--- config.mk ---
export PLATFORM = sky130hd
export DESIGN_NAME = fpr_top
export DESIGN_NICKNAME = d
export VERILOG_FILES = /design/src/fpr_pkg.sv /design/src/fpr_ramp_if.sv /design/src/fpr_floor.sv /design/src/fpr_ramp.sv /design/src/fpr_top.sv
export VERILOG_INCLUDE_DIRS = /design/src /design/src/src
export SDC_FILE = /design/constraint.sdc
export NUM_CORES = 1
export LEC_CHECK = 0
export BUFFER_PORTS_ARGS = -buffer_cell sky130_fd_sc_hd__buf_2
export CORE_MARGIN = 2
export CORE_UTILIZATION = 35
export CTS_BUF_LIST = sky130_fd_sc_hd__clkbuf_8 sky130_fd_sc_hd__clkbuf_16
export DETAILED_ROUTE_END_ITERATION = 7
export SYNTH_ARGS = -nofsm -noshare
export SYNTH_HDL_FRONTEND = slang
export SYNTH_SLANG_ARGS = --single-unit
--- constraint.sdc ---
create_clock -name clock_in -period 5.7 [get_ports clock_in]
set_input_delay 0.57 -clock clock_in [delete_from_list [all_inputs] [get_ports clock_in]]
set_output_delay 0.57 -clock clock_in [all_outputs]
set_load 0.01 [all_outputs]
--- src/fpr_defs.svh ---
// Constants for the fan drive ramp and floor configuration block.
// Assumes a 50 MHz core clock; included by its bare name.
`ifndef FPR_DEFS_SVH
`define FPR_DEFS_SVH

// Register addresses on the internal register port
`define FPR_ADDR_CFG_ONE 8'h62
`define FPR_ADDR_CFG_TWO 8'h63

// Power-on values of both configuration registers
`define FPR_CFG_ONE_RESET 8'h00
`define FPR_CFG_TWO_RESET 8'h00

// Field positions in the first configuration register
`define FPR_RATE_LSB 0
`define FPR_RATE_MSB 2
`define FPR_RAMP_EN_BIT 3
`define FPR_SYNC_SEL_BIT 4
`define FPR_FLOOR_ONE_BIT 5
`define FPR_FLOOR_TWO_BIT 6
`define FPR_FLOOR_THREE_BIT 7

// Duty increments per time slot for rate codes 0 to 7
`define FPR_INC_CODE0 8'h01
`define FPR_INC_CODE1 8'h02
`define FPR_INC_CODE2 8'h03
`define FPR_INC_CODE3 8'h04
`define FPR_INC_CODE4 8'h08
`define FPR_INC_CODE5 8'h0C
`define FPR_INC_CODE6 8'h18
`define FPR_INC_CODE7 8'h30

// Behaviour codes that are not temperature driven
`define FPR_BHV_FULL 3'h3
`define FPR_BHV_OFF 3'h4
`define FPR_BHV_MANUAL 3'h7

// Zero duty
`define FPR_DUTY_ZERO 8'h00

// Clock rate and ramp time slot
`define FPR_CLK_HZ 50000000
`define FPR_SLOT_TIME_US 205000
`define FPR_SLOT_CYCLES ((`FPR_SLOT_TIME_US * (`FPR_CLK_HZ / 1000000)))

`endif

--- src/fpr_pkg.sv ---
// Types shared by the fan drive ramp and floor configuration block.
// Assumes the constants header is available on the include path.
package fpr_pkg;

   // One fan drive duty value, 0 to 255
   typedef logic [7:0] fpr_duty_t;

   // Ramp rate code
   typedef logic [2:0] fpr_rate_t;

   // Behaviour select code of one drive
   typedef logic [2:0] fpr_bhv_t;

   // Time slot divider count
   typedef logic [23:0] fpr_slot_cnt_t;

   // Layout of the first configuration register
   typedef struct packed {
      logic floor_three; // Floor select, drive three
      logic floor_two; // Floor select, drive two
      logic floor_one; // Floor select, drive one
      logic sync_sel; // Speed input two gated to drive three
      logic ramp_en; // Ramp enable, drive one
      fpr_rate_t rate; // Ramp rate code, drive one
   } fpr_cfg_one_t;

endpackage : fpr_pkg

--- src/fpr_ramp_if.sv ---
// Carrier between the top and the drive one ramp stepper.
// Assumes one clock domain; no clocking block.
`timescale 1ns/100ps
`default_nettype none

interface fpr_ramp_if;
   import fpr_pkg::*;

   fpr_duty_t target; // Duty the drive should reach
   fpr_rate_t rate; // Selected ramp rate
   logic enable; // Ramping active
   logic slot_pulse; // One-cycle time slot strobe
   fpr_duty_t duty; // Current ramped duty

   // Top drives the request side
   modport ctrl (
      output target,
      output rate,
      output enable,
      output slot_pulse,
      input duty
   );

   // Stepper answers with the duty
   modport step (
      input target,
      input rate,
      input enable,
      input slot_pulse,
      output duty
   );
endinterface : fpr_ramp_if

`default_nettype wire

--- src/fpr_floor.sv ---
// Floor select for one fan drive: picks calculated, zero or minimum duty.
// Assumes below_floor_in is already qualified by the temperature logic.
`timescale 1ns/100ps
`default_nettype none
`include "fpr_defs.svh"

module fpr_floor
   import fpr_pkg::*;
(
   input wire fpr_bhv_t behaviour_in,
   input wire logic below_floor_in,
   input wire logic floor_select_in,
   input wire fpr_duty_t calc_duty_in,
   input wire fpr_duty_t min_duty_in,
   output logic auto_out,
   output fpr_duty_t target_out
);

   // Automatic only when a temperature source drives the drive
   always_comb begin
      auto_out = (behaviour_in != `FPR_BHV_FULL) &&
                 (behaviour_in != `FPR_BHV_OFF) &&
                 (behaviour_in != `FPR_BHV_MANUAL);
   end

   // Floor only matters in automatic control below start temp
   always_comb begin
      target_out = calc_duty_in;
      if (auto_out && below_floor_in) begin
         // Off or held at minimum, as software chose
         target_out = floor_select_in ? min_duty_in
                                      : `FPR_DUTY_ZERO;
      end
   end

endmodule : fpr_floor

`default_nettype wire

--- src/fpr_ramp.sv ---
// Ramp stepper for drive one: walks the duty toward its target.
// Assumes slot_pulse is a one-cycle strobe from the top's divider.
`timescale 1ns/100ps
`default_nettype none
`include "fpr_defs.svh"

module fpr_ramp
   import fpr_pkg::*;
(
   input wire logic clock_in,
   input wire logic sys_rst_in,
   fpr_ramp_if.step ramp
);

   // All state of the stepper
   typedef struct packed {
      fpr_duty_t duty; // Present ramped duty
   } fpr_ramp_state_t;

   fpr_ramp_state_t state; // Registered state
   fpr_ramp_state_t next_state; // Next value
   fpr_duty_t inc; // Increment for the selected rate
   logic [8:0] gap; // Distance to target, unsigned

   // Rate code to step size
   always_comb begin
      case (ramp.rate)
         3'h0: inc = `FPR_INC_CODE0;
         3'h1: inc = `FPR_INC_CODE1;
         3'h2: inc = `FPR_INC_CODE2;
         3'h3: inc = `FPR_INC_CODE3;
         3'h4: inc = `FPR_INC_CODE4;
         3'h5: inc = `FPR_INC_CODE5;
         3'h6: inc = `FPR_INC_CODE6;
         3'h7: inc = `FPR_INC_CODE7;
         default: inc = `FPR_INC_CODE0;
      endcase
   end

   // Step toward target, never overshooting it
   always_comb begin
      next_state = state;
      gap = 9'h000;
      if (!ramp.enable) begin
         // No ramping: jump straight to the new value
         next_state.duty = ramp.target;
      end else if (ramp.slot_pulse) begin
         if (ramp.target > state.duty) begin
            gap = {1'b0, ramp.target} - {1'b0, state.duty};
            // Clamp the last step so the target is hit exactly
            if (gap <= {1'b0, inc}) begin
               next_state.duty = ramp.target;
            end else begin
               next_state.duty = state.duty + inc;
            end
         end else if (ramp.target < state.duty) begin
            gap = {1'b0, state.duty} - {1'b0, ramp.target};
            if (gap <= {1'b0, inc}) begin
               next_state.duty = ramp.target;
            end else begin
               next_state.duty = state.duty - inc;
            end
         end
      end
   end

   // Register the state
   always_ff @(posedge clock_in) begin
      if (sys_rst_in) begin
         state <= '0;
      end else begin
         state <= next_state;
      end
   end

   assign ramp.duty = state.duty;

endmodule : fpr_ramp

`default_nettype wire

--- src/fpr_top.sv ---
// Fan drive ramp and floor configuration: two config registers, the
// drive one ramp, floor selects for three drives and speed input gating.
// Assumes the register port is driven by the serial bus front end and
// that duty, minimum duty and temperature flags arrive synchronous.
//
// Contract
// - Drive one moves gradually toward new duty.
// - Rate codes give increments 1,2,3,4,8,12,24,48.
// - Ramping applies only while ramp enable set.
// - Sync set gates inputs two to four.
// - Sync clear gates only inputs three, four.
// - Drive one floor: zero or minimum duty.
// - Drive two floor: zero or minimum duty.
// - Drive three floor: zero or minimum duty.
// - Lock set makes registers ignore writes.
// - Second register at 0x63, resets zero.
// - First register at 0x62, resets zero.
// - Automatic control only for temperature sources.
`timescale 1ns/100ps
`default_nettype none
`include "fpr_defs.svh"

module fpr_top
   import fpr_pkg::*;
#(
   // Time slot length in clock cycles; shorten for simulation
   parameter fpr_slot_cnt_t SLOT_CYCLES = 24'(`FPR_SLOT_CYCLES)
)(
   input wire logic clock_in,
   input wire logic sys_rst_in,
   // Internal register port
   input wire logic [7:0] reg_addr_in,
   input wire logic [7:0] reg_wdata_in,
   input wire logic reg_wr_in,
   input wire logic reg_rd_in,
   output logic [7:0] reg_rdata_out,
   // Lock bit held by the main configuration register
   input wire logic config_lock_in,
   // Per drive behaviour codes and temperature flags
   input wire fpr_bhv_t drive_one_behaviour_in,
   input wire fpr_bhv_t drive_two_behaviour_in,
   input wire fpr_bhv_t drive_three_behaviour_in,
   input wire logic drive_one_below_start_in,
   input wire logic drive_two_below_start_in,
   input wire logic drive_three_below_start_in,
   // Calculated and minimum duties per drive
   input wire fpr_duty_t drive_one_calc_duty_in,
   input wire fpr_duty_t drive_two_calc_duty_in,
   input wire fpr_duty_t drive_three_calc_duty_in,
   input wire fpr_duty_t drive_one_min_duty_in,
   input wire fpr_duty_t drive_two_min_duty_in,
   input wire fpr_duty_t drive_three_min_duty_in,
   // Duty actually applied to each fan drive
   output fpr_duty_t fan_drive_one_out,
   output fpr_duty_t fan_drive_two_out,
   output fpr_duty_t fan_drive_three_out,
   // Speed inputs synchronised to drive three
   output logic speed_input_two_sync_out,
   output logic speed_input_three_sync_out,
   output logic speed_input_four_sync_out,
   // Raw views of the configuration registers
   output logic [7:0] acoustic_ramp_config_one_out,
   output logic [7:0] acoustic_ramp_config_two_out
);

   // All state of the top, registered as one word
   typedef struct packed {
      fpr_cfg_one_t cfg_one; // First configuration register
      logic [7:0] cfg_two; // Second configuration register
      fpr_slot_cnt_t slot_cnt; // Time slot divider
      logic slot_pulse; // One-cycle slot strobe
      logic [7:0] rdata; // Read data holding register
      fpr_duty_t duty_one; // Drive one output
      fpr_duty_t duty_two; // Drive two output
      fpr_duty_t duty_three; // Drive three output
      logic sync_two; // Speed input two gating
      logic sync_three; // Speed input three gating
      logic sync_four; // Speed input four gating
   } fpr_top_state_t;

   fpr_top_state_t state; // Registered state
   fpr_top_state_t next_state; // Next value

   fpr_duty_t target_one; // Drive one after floor select
   fpr_duty_t target_two; // Drive two after floor select
   fpr_duty_t target_three; // Drive three after floor select
   logic write_ok; // Write permitted this cycle

   fpr_ramp_if ramp_bus (); // Carrier to the ramp stepper

   // Floor select, drive one
   fpr_floor u_floor_one (
      .behaviour_in (drive_one_behaviour_in),
      .below_floor_in (drive_one_below_start_in),
      .floor_select_in (state.cfg_one.floor_one),
      .calc_duty_in (drive_one_calc_duty_in),
      .min_duty_in (drive_one_min_duty_in),
      .auto_out (),
      .target_out (target_one)
   );

   // Floor select, drive two
   fpr_floor u_floor_two (
      .behaviour_in (drive_two_behaviour_in),
      .below_floor_in (drive_two_below_start_in),
      .floor_select_in (state.cfg_one.floor_two),
      .calc_duty_in (drive_two_calc_duty_in),
      .min_duty_in (drive_two_min_duty_in),
      .auto_out (),
      .target_out (target_two)
   );

   // Floor select, drive three
   fpr_floor u_floor_three (
      .behaviour_in (drive_three_behaviour_in),
      .below_floor_in (drive_three_below_start_in),
      .floor_select_in (state.cfg_one.floor_three),
      .calc_duty_in (drive_three_calc_duty_in),
      .min_duty_in (drive_three_min_duty_in),
      .auto_out (),
      .target_out (target_three)
   );

   // Ramp request for drive one
   assign ramp_bus.target = target_one;
   assign ramp_bus.rate = state.cfg_one.rate;
   assign ramp_bus.enable = state.cfg_one.ramp_en;
   assign ramp_bus.slot_pulse = state.slot_pulse;

   // Drive one ramp stepper
   fpr_ramp u_ramp (
      .clock_in (clock_in),
      .sys_rst_in (sys_rst_in),
      .ramp (ramp_bus.step)
   );

   // Writes land only while the lock is clear
   always_comb begin
      write_ok = reg_wr_in && !config_lock_in;
   end

   // Next state of registers, divider, outputs
   always_comb begin
      next_state = state;
      next_state.slot_pulse = 1'b0;

      // Time slot divider; pulse once per slot
      if (state.slot_cnt >= (SLOT_CYCLES - 24'h00_0001)) begin
         next_state.slot_cnt = '0;
         next_state.slot_pulse = 1'b1;
      end else begin
         next_state.slot_cnt = state.slot_cnt + 24'h00_0001;
      end

      // Register writes, decoded by address
      if (write_ok) begin
         case (reg_addr_in)
            `FPR_ADDR_CFG_ONE: begin
               next_state.cfg_one = fpr_cfg_one_t'(reg_wdata_in);
            end
            `FPR_ADDR_CFG_TWO: begin
               next_state.cfg_two = reg_wdata_in;
            end
            default: begin
               // Other addresses belong elsewhere
            end
         endcase
      end

      // Register reads; foreign addresses read zero
      if (reg_rd_in) begin
         case (reg_addr_in)
            `FPR_ADDR_CFG_ONE: begin
               next_state.rdata = state.cfg_one;
            end
            `FPR_ADDR_CFG_TWO: begin
               next_state.rdata = state.cfg_two;
            end
            default: begin
               next_state.rdata = 8'h00;
            end
         endcase
      end

      // Drive one follows the stepper, others follow floor select
      next_state.duty_one = ramp_bus.duty;
      next_state.duty_two = target_two;
      next_state.duty_three = target_three;

      // Inputs three and four always share drive three
      next_state.sync_three = 1'b1;
      next_state.sync_four = 1'b1;
      // Input two joins only when selected
      next_state.sync_two = state.cfg_one.sync_sel;
   end

   // Register all state; reset to power-on values
   always_ff @(posedge clock_in) begin
      if (sys_rst_in) begin
         state <= '0;
         state.cfg_one <= fpr_cfg_one_t'(`FPR_CFG_ONE_RESET);
         state.cfg_two <= `FPR_CFG_TWO_RESET;
      end else begin
         state <= next_state;
      end
   end

   // Outputs straight from flip-flops
   assign reg_rdata_out = state.rdata;
   assign fan_drive_one_out = state.duty_one;
   assign fan_drive_two_out = state.duty_two;
   assign fan_drive_three_out = state.duty_three;
   assign speed_input_two_sync_out = state.sync_two;
   assign speed_input_three_sync_out = state.sync_three;
   assign speed_input_four_sync_out = state.sync_four;
   assign acoustic_ramp_config_one_out = state.cfg_one;
   assign acoustic_ramp_config_two_out = state.cfg_two;

endmodule : fpr_top

`default_nettype wire

## After elaboration in Yosys (flattened, before gate mapping)

Memories as Yosys holds them, arrays and structs flattened. A register that Yosys moved wholly into a read port is not among the register bits.
Index checks and enable logic that the tools add are counted.

| cells by class | value |
|---|---|
| add/subtract/negate cells | 5 |
| multipliers | 0 |
| divide/modulo/power cells | 0 |
| order comparisons | 5 |
| equal/unequal tests | 13 |
| shift operators | 0 |
| muxes and demuxes | 17 |
| bitwise operators | 0 |
| reductions and logical operators | 15 |

Operators by type and width:

| operator | number |
|---|---|
| $mux 8 | 12 |
| $add 24x1->24 const B | 1 |
| $ge 24x24->1 const B | 1 |
| $le 9x8->1 | 2 |
| $ne 3x3->1 const B | 6 |
| $sub 8x8->9 | 2 |
| $eq 8x7->1 const B | 2 |
| $pmux 8 s2 | 1 |
| $logic_and 1x1->1 | 10 |
| $ne 3x2->1 const B | 3 |
| $add 8x8->8 | 1 |
| $gt 8x8->1 | 1 |
| $lt 8x8->1 | 1 |
| $sub 8x8->8 | 1 |
| $mux 3 | 2 |
| $reduce_and 2->1 | 3 |
| $ne 3x1->1 const B | 1 |
| $mux 2 | 1 |
| $ne 2x2->1 const B | 1 |
| $reduce_or 2->1 | 1 |
| $logic_not 1->1 | 1 |
| $mux 1 | 1 |

| word-level totals | value |
|---|---|
| flip-flop bits (word level) | 84 |
| bits in latches | 0 |
| memory bits (writable) | 0 |
| memory bits (read-only) | 48 |
| bits of input ports | 81 |
| output and inout port bits | 51 |
| word-level logic and storage cells | 73 |
| memories | 1 |

Memory list:

| name | depth | width | rd ports | clocked after Yosys merged registers in | write ports | RTL line | RTL |
|---|---|---|---|---|---|---|---|
| (name not given) | 8 | 6 | 1 | 1 | 0 | fpr_ramp.sv:27 | `case (ramp.rate)` |

## Longest topological paths before layout

Gate-level depths: netlist (run 1).

| logic depth | value |
|---|---|
| depth after elaboration | 12 |
| mapped depth | 21 |

## Hierarchy

Synthesis (run 1) repeated with hierarchy kept, for this count alone.

| second synthesis, totals | value |
|---|---|
| cell total of the unflattened synthesis | 694 |
| area total of the unflattened synthesis | 5948.2 µm² |

Modules (own cells, without submodules):

| module | times used | cells an instance | area each (µm²) |
|---|---|---|---|
| fpr_top | 1 | 333 | 3181.8 |
| fpr_ramp | 1 | 271 | 2150.8 |
| fpr_floor | 3 | 30 | 205.2 |

## Worst setup path before layout (run 1)

Ideal clock, no wire load.

| path | value |
|---|---|
| kind | input to register |
| start | input port drive_one_below_start_in |
| end | register u_ramp.state (netlist bit u_ramp.ramp.duty[6]) |
| library setup time | 120 ps |
| arrival | 4703 ps |
| path slack | 877 ps |
| stages | 20 |
| cells stage by stage | a21boi_1 -> nand2_1 -> clkbuf_1 -> a21oi_1 -> inv_1 -> ha_1 -> ha_1 -> and2_1 -> o31ai_1 -> nand3_1 -> xor2_1 -> ha_1 -> nand3_1 -> nor2_1 -> a2111oi_0 -> o22ai_1 -> nor4b_4 -> or2_0 -> nor4_1 -> a211o_1 |

| between the ends | value |
|---|---|
| cells in the longest elaborated chain, start to end | 9 |
| elaborated cells between the ends (all ways) | 16 |
| classes of those cells | add/sub: 2; order compare: 4; eq/ne: 1; mux: 7; reduce/logical: 2 |

RTL lines:

| item | RTL line | RTL |
|---|---|---|
| start: declaration | fpr_top.sv:43 | `input wire logic drive_one_below_start_in,` |
| $logic_and 1x1->1 * | fpr_floor.sv:29 | `if (auto_out && below_floor_in) begin` |
| $mux 8 * | fpr_floor.sv:29 |  |
| $sub 8x8->9 | fpr_ramp.sv:57 | `gap = {1'b0, state.duty} - {1'b0, ramp.target};` |
| $le 9x8->1 | fpr_ramp.sv:58 | `if (gap <= {1'b0, inc}) begin` |
| $mux 8 | fpr_ramp.sv:58 |  |
| $mux 8 | fpr_ramp.sv:56 | `end else if (ramp.target < state.duty) begin` |
| $mux 8 | fpr_ramp.sv:48 | `if (ramp.target > state.duty) begin` |
| $mux 8 | fpr_ramp.sv:47 | `end else if (ramp.slot_pulse) begin` |
| $mux 8 | fpr_ramp.sv:44 | `if (!ramp.enable) begin` |
| end signal: assignment | fpr_ramp.sv:72 | `state <= next_state;` |
| end: declaration | fpr_ramp.sv:20 | `fpr_ramp_state_t state;` |

Every way passes the cells marked *; elsewhere a longest branch is shown, timed or not. The select of a mux whose other input is x is not followed.
A chain may end at the register's enable or synchronous reset.

## Worst setup path after layout (run 1)

| path | value |
|---|---|
| start | input port drive_one_behaviour_in[0] |
| end | register u_ramp.state (netlist bit u_ramp.ramp.duty[3]) |

| between the ends | value |
|---|---|
| cells in the longest elaborated chain, start to end | 12 |
| elaborated cells between the ends (all ways) | 21 |
| classes of those cells | add/sub: 2; order compare: 4; eq/ne: 4; mux: 7; reduce/logical: 4 |

RTL lines:

| item | RTL line | RTL |
|---|---|---|
| start: declaration | fpr_top.sv:40 | `input wire fpr_bhv_t drive_one_behaviour_in,` |
| $ne 3x2->1 (no source line) / $ne 3x3->1 (equally long branches) | -- |  |
| $logic_and 1x1->1 | fpr_floor.sv:21 | `` auto_out = (behaviour_in != `FPR_BHV_FULL) && `` |
| $logic_and 1x1->1 * | fpr_floor.sv:21 |  |
| $logic_and 1x1->1 * | fpr_floor.sv:29 |  |
| $mux 8 * | fpr_floor.sv:29 |  |
| $sub 8x8->9 | fpr_ramp.sv:57 |  |
| $le 9x8->1 | fpr_ramp.sv:58 |  |
| $mux 8 | fpr_ramp.sv:58 |  |
| $mux 8 | fpr_ramp.sv:56 |  |
| $mux 8 | fpr_ramp.sv:48 |  |
| $mux 8 | fpr_ramp.sv:47 |  |
| $mux 8 | fpr_ramp.sv:44 |  |

Marks and branches as above.

==> impl_metrics.ini, run 1 <==
[status]
status = finished, final reports clean

[critical_path]
startpoint = drive_one_behaviour_in[0]
worstPathArrival_ps = 5260
timing.rr.start = acoustic_ramp_config_one_out[5]
crit_fanout = 11
reg2reg_setup_slack_ps = 900
rr_worst_depth = 19
cp-end-kind = flop
worstReg2RegEnd = u_ramp.ramp.duty[6]
crit_end = u_ramp.ramp.duty[3]
required_ps = 5930
start_kind = primary input
critPathKind = primary input to flop

[timing]
max_freq_mhz = 198.7
period_needed_ps = 5033
slew_headroom = 0.5025
fin_worst_skew_ps = 12.01
hold_ws_ps = 452.5
rsz0062_at_grt = no
finalSetupTns_ps = 0
drv_slew = 0
worstMarginPinSlew_ps = 744.4
finalCritPeriodShare = 0.8831
setup_viol = 0
final-hold-violation-count = 0

[clocking]
clk_pin_slew_ps = 70
htreeDepth = 3
cts_inserted_buffers = 9
clk_latency_ps = 350
postCtsSetupBuffers = 0
ctsHoldBuffers = 0
root_buffer = clkbuf_16
clock-sinks = 89
cts_tree = yes
clockBufferDepth = 2
cts_resized = 0

[drt]
viasPerCell = 4.982
routed_wirelength_um = 14210
dr.pass1.iters = 5
drt.antenna.violating_nets = 0
drc_errors = 0
wl_per_cell_um = 14.50
vias = 4882
drt-initial-drc-count = 242

[power_and_ir_drop]
peakVddDrop_mv = 0.1541
power_leakage_nw = 2.873
p_per_area_nw_per_um2 = 250.0
finalPower_mw = 1.618

[min_path]
hold_path_class = flop to flop
hp-start = state[36]

[synthesis]
avgSynthCellArea_um2 = 8.212
async_flop_share = 0
synthFlopType = dfxtp_1
synth-seq-area-share = 0.3158
synth_cell_type_count = 62
ys_ff_latch = 89
yosys_warnings = 0
synth_nets = 811
ys_top_cells_by_area = dfxtp_1 32%, ha_1 8.9%, buf_4 6.5%, nor2_1 5.1%, nand3_1 3.9%
syn-cell-area_um2 = 5642
synthCells = 687
synth_top_area_cell = dfxtp_1
synth_top_area_share = 0.3158
synth_edf_count = 0

[layout]
most-common-layout-cells = 131 x buf_2, 89 x dfxtp_1, 77 x nor2_1
syn2layout_area_growth_pct = 14.73
antenna_cells = 0
drive_gt1_frac = 0.2317
nets = 883
final_common_cell = buf_2
fillers = 1625

[die]
pin_count = 132
start_util = 0.3564
num_rows = 46
core-area_um2 = 15830
die_x_um = 131.0
die_area_um2 = 17150
die_y_um = 131.0

[placed_design]
port_buffers = 131
gp_congestion = 0.8489
dp_hpwl_um = 10920

[global_routing]
track_usage = 0.1625
grt_max_degree = 57
first_global_vias = 4404
grt-ovfl-total = 0
grt_antenna_before_repair = 0
top_usage_layer = met2
grt_util_met1 = 0.2050
grtUsageMet2 = 0.2743
met3_usage = 0.03990
grt_pass1_wl_um = 21800

[job]
max_cap_violations = 0
[cell type report]
cell class | count | area, um^2 | share of cell area
Multi-Input combinational cell | 487 | 3264 | 0.5043
Sequential cell | 89 | 1782 | 0.2753
Timing Repair Buffer | 137 | 700.7 | 0.1083
Tap cell | 216 | 270.3 | 0.04176
Clock buffer | 9 | 225.2 | 0.03480
Inverter | 35 | 131.4 | 0.02030
Clock inverter | 7 | 98.84 | 0.01527
[where the power goes]
group	internal, mW	switching (mW)
registers	0.635	0.00924
clock network	0.388	0.267
logic	0.136	0.183
total	1.16	0.459
[flip-flops by register name, indices dropped and copies added, names as in the netlist]
register / count
state: 24
acoustic_ramp_config_two_out: 8
fan_drive_one_out: 8
fan_drive_three_out: 8
fan_drive_two_out: 8
reg_rdata_out: 8
u_ramp.ramp.duty: 8
u_ramp.inc: 6
acoustic_ramp_config_one_out: 4
ramp_bus.rate: 3
ramp_bus.enable: 1
ramp_bus.slot_pulse: 1
speed_input_four_sync_out: 1
speed_input_two_sync_out: 1
[through the flow]
stage,cells,util,instance area [um^2],setup slack [ps]
2_1_floorplan,687,-,5642,877.4
3_3_place_gp,964,0.3885,6148,537.0
3_5_place_dp,964,0.3885,6148,457.9
4_1_cts,980,0.4089,6472,805.6
5_1_grt,980,0.4089,6472,149.3
6_report,980,0.4089,6472,666.5
[routing by layer]
metal / vias up / share of wire
met4: 0 / 0.017
met2: 141 / 0.47
met5: - / 0
li1: 2488 / -
met1: 2233 / 0.45
met3: 20 / 0.060
[cells by family after synthesis]
logic type / count (synthesis) / synth area share
compound gates: 137 / 0.1632
xor+xnor: 33 / 0.05123
fa+ha+maj: 43 / 0.09936
buf+inv: 111 / 0.1067
flops: 89 / 0.3158
mux: 26 / 0.05012
simple gates: 248 / 0.2136
[synthesized netlist by cell type (all sizes together) (2+ instances only)]
master   count
o41ai        3
or4          2
a22oi        3
a31oi        3
nor4         3
nand4        6
nor2b        3
nand2       53
xor2        18
nor3        10
or3          3
xnor2       15
nand3       44
a2111oi      4
mux2i       18
and2         3
and3        13
fa           3
nor2        77
o32ai        5
o31ai        6
a211o        3
nor4bb       2
nand2b      15
clkbuf      25
o21ai       24
ha          40
buf         51
o21bai       2
a21oi       43
and4         4
o22ai        5
inv         35
a41oi        2
a21o        10
a211oi       5
or2          6
a21boi       3
a311oi       2
o21a         7
dfxtp       89
mux2         8
[worst min-delay path by stage]
stage	to	slack, ps	cells after the start
5_1_grt	fan_drive_two_out[4]	450	3
3_5_place_dp	state[36]	440	1
4_1_cts	fan_drive_two_out[2]	440	3
6_report	state[36]	450	1
2_1_floorplan	state[36]	410	1
3_3_place_gp	state[36]	430	1
[critical path, stage by stage]
cell,delay [ps]
buf_2,120
or3b_4,430
nand2_1,150
buf_4,180
o21ai_0,240
ha_1,580
and2_1,220
nor2_1,60
a311oi_1,590
xor2_1,150
ha_1,330
and3_1,170
o21ai_0,80
a21boi_0,160
o21ai_0,130
o311a_1,160
o21ai_1,200
nand2_1,210
o41ai_1,390
o32ai_1,140
No activity file was read; power rests on OpenSTA's default activity.
==> run 2: changes to the inputs <==
--- a/config.mk
+++ b/config.mk
@@ -11,6 +11,7 @@
 export CORE_UTILIZATION = 35
 export CTS_BUF_LIST = sky130_fd_sc_hd__clkbuf_8 sky130_fd_sc_hd__clkbuf_16
 export DETAILED_ROUTE_END_ITERATION = 7
+export PLACE_DENSITY_LB_ADDON = 0.12
 export SYNTH_ARGS = -nofsm -noshare
 export SYNTH_HDL_FRONTEND = slang
 export SYNTH_SLANG_ARGS = --single-unit
==> run 2 against run 1 <==
  * Clock power grew 6.9%
  * Clock-buffer cell count unchanged
  * Maximum frequency is 6.0% lower
  * Cell count rose by 0.31%
  * First-iteration DRC count fell by 1.2%
  * Non-clock buffer count increased by 3
  * Global-route usage up 0.30 points
  * Final area rose by 0.79%
  * Sequential share of layout area down 0.22 points
  * Sequential power is essentially flat
==> impl_metrics.ini, run 2 (synthesis results as in run 1) <==
[timing]
finalCritPeriodShare = 0.9395
rsz0062_at_grt = no
final-hold-violation-count = 0
drv_slew = 0
hold_ws_ps = 439.7
worstMarginPinSlew_ps = 766.0
slew_headroom = 0.4881
max_freq_mhz = 186.7
setup_viol = 0
period_needed_ps = 5355
setup_ws_ps = 345.0
fin_worst_skew_ps = 9.292

[clocking]
cts_tree = yes
clk_latency_ps = 350
htreeDepth = 3
cts_inserted_buffers = 9
clk_pin_slew_ps = 70
clock-sinks = 89
clockBufferDepth = 2
root_buffer = clkbuf_16
ctsHoldBuffers = 0

[power_and_ir_drop]
peakVddDrop_mv = 0.1433
finalPower_mw = 1.673
power_leakage_nw = 2.900
p_per_area_nw_per_um2 = 256.4

[drt]
dr.max_layer_used = met4
wl_per_cell_um = 14.82
dr_wl_met3_um = 652
drt.antenna.violating_nets = 0
dr.pass1.iters = 4
viasPerCell = 5.004
drc_errors = 0
vias = 4919
routed_wirelength_um = 14570
drt-initial-drc-count = 239
wl_met2_um = 7141
met1_length_um = 6627

[layout]
antenna_cells = 0
nets = 886
fillers = 1620
multi_input_area_um2 = 3266
final_common_cell = buf_2
regArea_um2 = 1782
fin_util = 0.4122
most-common-layout-cells = 131 x buf_2, 89 x dfxtp_1, 77 x nor2_1
largest_reg_flops = 24
drive_gt1_frac = 0.2347
largest-register = state
syn2layout_area_growth_pct = 15.64

[placed_design]
dp_slack_ps = -227.6
port_buffers = 131
gp_congestion = 0.8759
dp_hpwl_um = 11350

[die]
die_y_um = 131.0
num_rows = 46
start_util = 0.3564
die_x_um = 131.0
die_area_um2 = 17150
core-area_um2 = 15830
pin_count = 132

[status]
status = finished, final reports clean

[job]
max_cap_violations = 0

[critical_path]
worstPathArrival_ps = 5590
required_ps = 5940
critPathKind = primary input to flop
cp-end-kind = flop
start_kind = primary input
crit_fanout = 5

[global_routing]
grt_max_degree = 42
first_global_vias = 4629
grt_pass1_wl_um = 22200
track_usage = 0.1655
grt_antenna_before_repair = 0
grt-ovfl-total = 0

[min_path]
hold_path_class = flop to flop
run 2: cell count changes in the layout (fill, tap and decap cells not counted), sizes merged:
cell    change
inv         -1
bufinv      +1
buf         +3
run 2: metrics by stage:
step	setup TNS, ps	std cells	instance area, um^2
floorplan	0	687	5642
global placement	-302.7	965	6156
global route	0	983	6524
finish	0	983	6524
detailed placement	-769.6	965	6156
CTS	0	981	6507
run 2: final timing paths:
path	startpoint	slack (ps)	to	depth (start not counted)
min reg2reg	state[36]	440	state[36]	1
max reg2reg	acoustic_ramp_config_one_out[5]	490	u_ramp.ramp.duty[6]	19
max	drive_one_behaviour_in[0]	350	u_ramp.ramp.duty[6]	20
min	state[36]	440	state[36]	1
run 2: routing by layer:
metal  vias up  global-route usage
met3        17             0.04438
met2       111              0.2868
met1      2284              0.2042
met5         -                   0
met4         0             0.04068
li1       2507                   -
run 2: worst max-delay path, cell delays in order:
cell	delay, ps
buf_2	120
nor3b_1	340
nor3_1	160
a21oi_1	370
inv_1	160
ha_1	360
ha_1	230
and2_1	170
o31ai_1	350
nand3_1	190
xor2_1	250
ha_1	290
nand3_1	130
nor2_1	60
a2111oi_1	500
o22ai_1	250
nor4b_4	390
or2_0	340
nor4_1	90
a211o_1	280
run 2: repair_timing:
item / in CTS / in global routing
setup buffers: 0 / 2
endpoints found under the setup margin: 0 / 8
gates resized for setup: 0 / 1
run 2: layout make-up:
class                      instances  share of cell area
clock buffer                       9             0.03452
clock inverter                     7             0.01937
inverter                          35             0.02014
multi-input combinational        487              0.5006
sequential                        89              0.2731
tap                              216             0.04143
timing repair buffer             140              0.1109
run 2: report_power, final:
part	internal, mW	total [mW]	switching [mW]
clock network	0.434	0.700	0.266
registers	0.635	0.644	0.00924
logic	0.138	0.328	0.190
total	1.21	1.67	0.465
==> run 3: changes to the inputs <==
--- a/config.mk
+++ b/config.mk
@@ -6,6 +6,7 @@
 export SDC_FILE = /design/constraint.sdc
 export NUM_CORES = 1
 export LEC_CHECK = 0
+export ABC_AREA = 1
 export BUFFER_PORTS_ARGS = -buffer_cell sky130_fd_sc_hd__buf_2
 export CORE_MARGIN = 2
 export CORE_UTILIZATION = 35
==> run 3 against run 2 <==
  * First-iteration DRC count up 39%
  * Via count up 8.1%
  * Total power decreased by 2.5%
  * Non-clock buffer count decreased by 9
  * Critical path type is now flop to flop
  * Critical endpoint is now u_ramp.ramp.duty[4]
  * Largest cell class unchanged
==> impl_metrics.ini, run 3 <==
[critical_path]
timing.rr.start = acoustic_ramp_config_one_out[5]
crit_top_cell = nand2_1
reg2reg_setup_slack_ps = 1920
critPathTopFamily = simple AND/OR/NAND/NOR gates
crit_end = u_ramp.ramp.duty[4]
crit_fanout = 10
rr_worst_depth = 22
worstPathArrival_ps = 3970
cp_num_cells = 22
max_stage_delay_ps = 640
critPathBufInv = 2
start_kind = flop
cp-end-kind = flop
required_ps = 5900
path_cells = nand2_1, inv_1, nand3_1, nand2_1, ha_1, ha_1, inv_1, nand2_2, nand2_1, nand2_2, xor2_1, ha_1, nand4_1, nor3b_1, a21o_1, nand2_1, nor2_4, nand3_1, nand3_1, nand2_1, nand2_1, a21oi_1
startpoint = acoustic_ramp_config_one_out[5]
critPathKind = flop to flop
worstReg2RegEnd = u_ramp.ramp.duty[4]
critical-path-slowest-cell = dfxtp_1

[global_routing]
track_usage = 0.1703
grt_max_degree = 38
grt_antenna_before_repair = 0
grt-ovfl-total = 0
first_global_vias = 4970
grt_pass1_wl_um = 24530

[layout]
most-common-layout-cells = 131 x buf_2, 127 x nand2_1, 104 x inv_1
fin_util = 0.4049
largest-register = state
syn2layout_area_growth_pct = 12.49
largest_reg_flops = 24
drive_gt1_frac = 0.2214
antenna_cells = 0
nets = 1027
final_common_cell = buf_2

[timing]
setup_viol = 0
fin_worst_skew_ps = 9.967
slew_headroom = 0.4222
finalCritPeriodShare = 0.6627
finalSetupTns_ps = 0
setup_ws_ps = 1923
rsz0062_at_grt = no
worstMarginPinSlew_ps = 864.6
max_freq_mhz = 264.7
period_needed_ps = 3777
drv_slew = 0
final-hold-violation-count = 0

[clocking]
clk_pin_slew_ps = 70
postCtsSetupBuffers = 0
ctsHoldBuffers = 0
root_buffer = clkbuf_16
cts_inserted_buffers = 9
cts_resized = 0
clk_latency_ps = 350
clock-sinks = 89
cts_tree = yes
clockBufferDepth = 2
htreeDepth = 3

[synthesis]
synth.most_common_cell = nand2_1
ys_ff_latch = 89
yosys-top-cells-count = 127 x nand2_1, 104 x inv_1, 89 x dfxtp_1, 80 x nor2_1, 74 x nand3_1
synth_top_area_share = 0.2975
synth_edf_count = 0
yosys_warnings = 0
synth_cell_type_count = 50
synth_top_area_cell = dfxtp_1
synth_nets = 956
async_flop_share = 0
syn-cell-area_um2 = 5989
avgSynthCellArea_um2 = 7.199
synthCells = 832
synth-seq-area-share = 0.2975
ys_top_cells_by_area = dfxtp_1 30%, ha_1 8.4%, nand2_1 8.0%, inv_1 6.5%, nand3_1 6.2%
synthFlopType = dfxtp_1

[die]
die_area_um2 = 18180
core-area_um2 = 16640
num_rows = 47
die_x_um = 134.8
pin_count = 132
die_y_um = 134.8
start_util = 0.3599

[power_and_ir_drop]
peakVddDrop_mv = 0.1539
p_per_area_nw_per_um2 = 241.9
power_leakage_nw = 3.210
finalPower_mw = 1.630

[drt]
drt.antenna.violating_nets = 0
drt-initial-drc-count = 333
met1_length_um = 7072
dr.pass1.iters = 5
wl_per_cell_um = 13.88
vias = 5318
dr.max_layer_used = met4
dr_wl_met3_um = 606
drc_errors = 0
viasPerCell = 4.715
routed_wirelength_um = 15660
wl_met2_um = 7854

[placed_design]
port_buffers = 131
dp_hpwl_um = 12060
gp_congestion = 0.8512
dp_slack_ps = 1621

[job]
max_cap_violations = 0

[status]
status = finished, final reports clean

[min_path]
hold_path_class = primary input to flop
hp-start = drive_two_calc_duty_in[7]
run 3: per-layer routing:
layer,track usage,vias up
li1,-,2800
met1,0.2165,2400
met2,0.2958,107
met3,0.03904,11
met4,0.03392,0
met5,0,-
run 3: stage by stage:
stage / cell area, um^2 / instances / hold WS [ps]
after floorplan: 5989 / 832 / 417.5
after global placement: 6447 / 1112 / 435.8
final: 6738 / 1128 / 469.7
after CTS: 6738 / 1128 / 454.3
after global routing: 6738 / 1128 / 456.0
after detailed placement: 6447 / 1112 / 460.7
run 3: power breakdown:
part	total (mW)	switching, mW	internal, mW	leakage [nW]
Sequential	0.649	0.0108	0.638	0.725
Clock	0.585	0.281	0.304	0.137
Combinational	0.396	0.246	0.149	2.35
Total	1.63	0.538	1.09	3.21
run 3: logic make-up (layout without fill, tap and decap cells):
logic type	count (synthesis)	count (layout)	share of synthesized area
AO/OA/AOI/OAI	131	131	0.1293
XOR/XNOR	28	28	0.04095
adder cells (fa/ha/maj)	43	43	0.09359
buffers and inverters	185	261	0.1506
flip-flops	89	89	0.2975
AND/OR/NAND/NOR	356	356	0.2881
run 3: how the worst min path moves through the flow:
stage / to / slack, ps / cells after the start
floorplan: state[36] / 420 / 1
global placement: state[36] / 440 / 1
detailed placement: speed_input_two_sync_out / 460 / 2
CTS: fan_drive_three_out[5] / 450 / 3
global route: fan_drive_three_out[7] / 460 / 3
finish: fan_drive_two_out[7] / 470 / 3
run 3: worst min-delay path, stage by stage:
cell and delay [ps]:
buf_2 90, nand2_1 50, a21oi_1 60
run 3: final cells by class:
class                           count  area (um^2)
Clock buffer                        9        225.2
Clock inverter                      7        65.06
Fill cell                        1793         9905
Inverter                          114        429.2
Multi-Input combinational cell    558         3306
Sequential cell                    89         1782
Tap cell                          220        275.3
Timing Repair Buffer              131        655.6
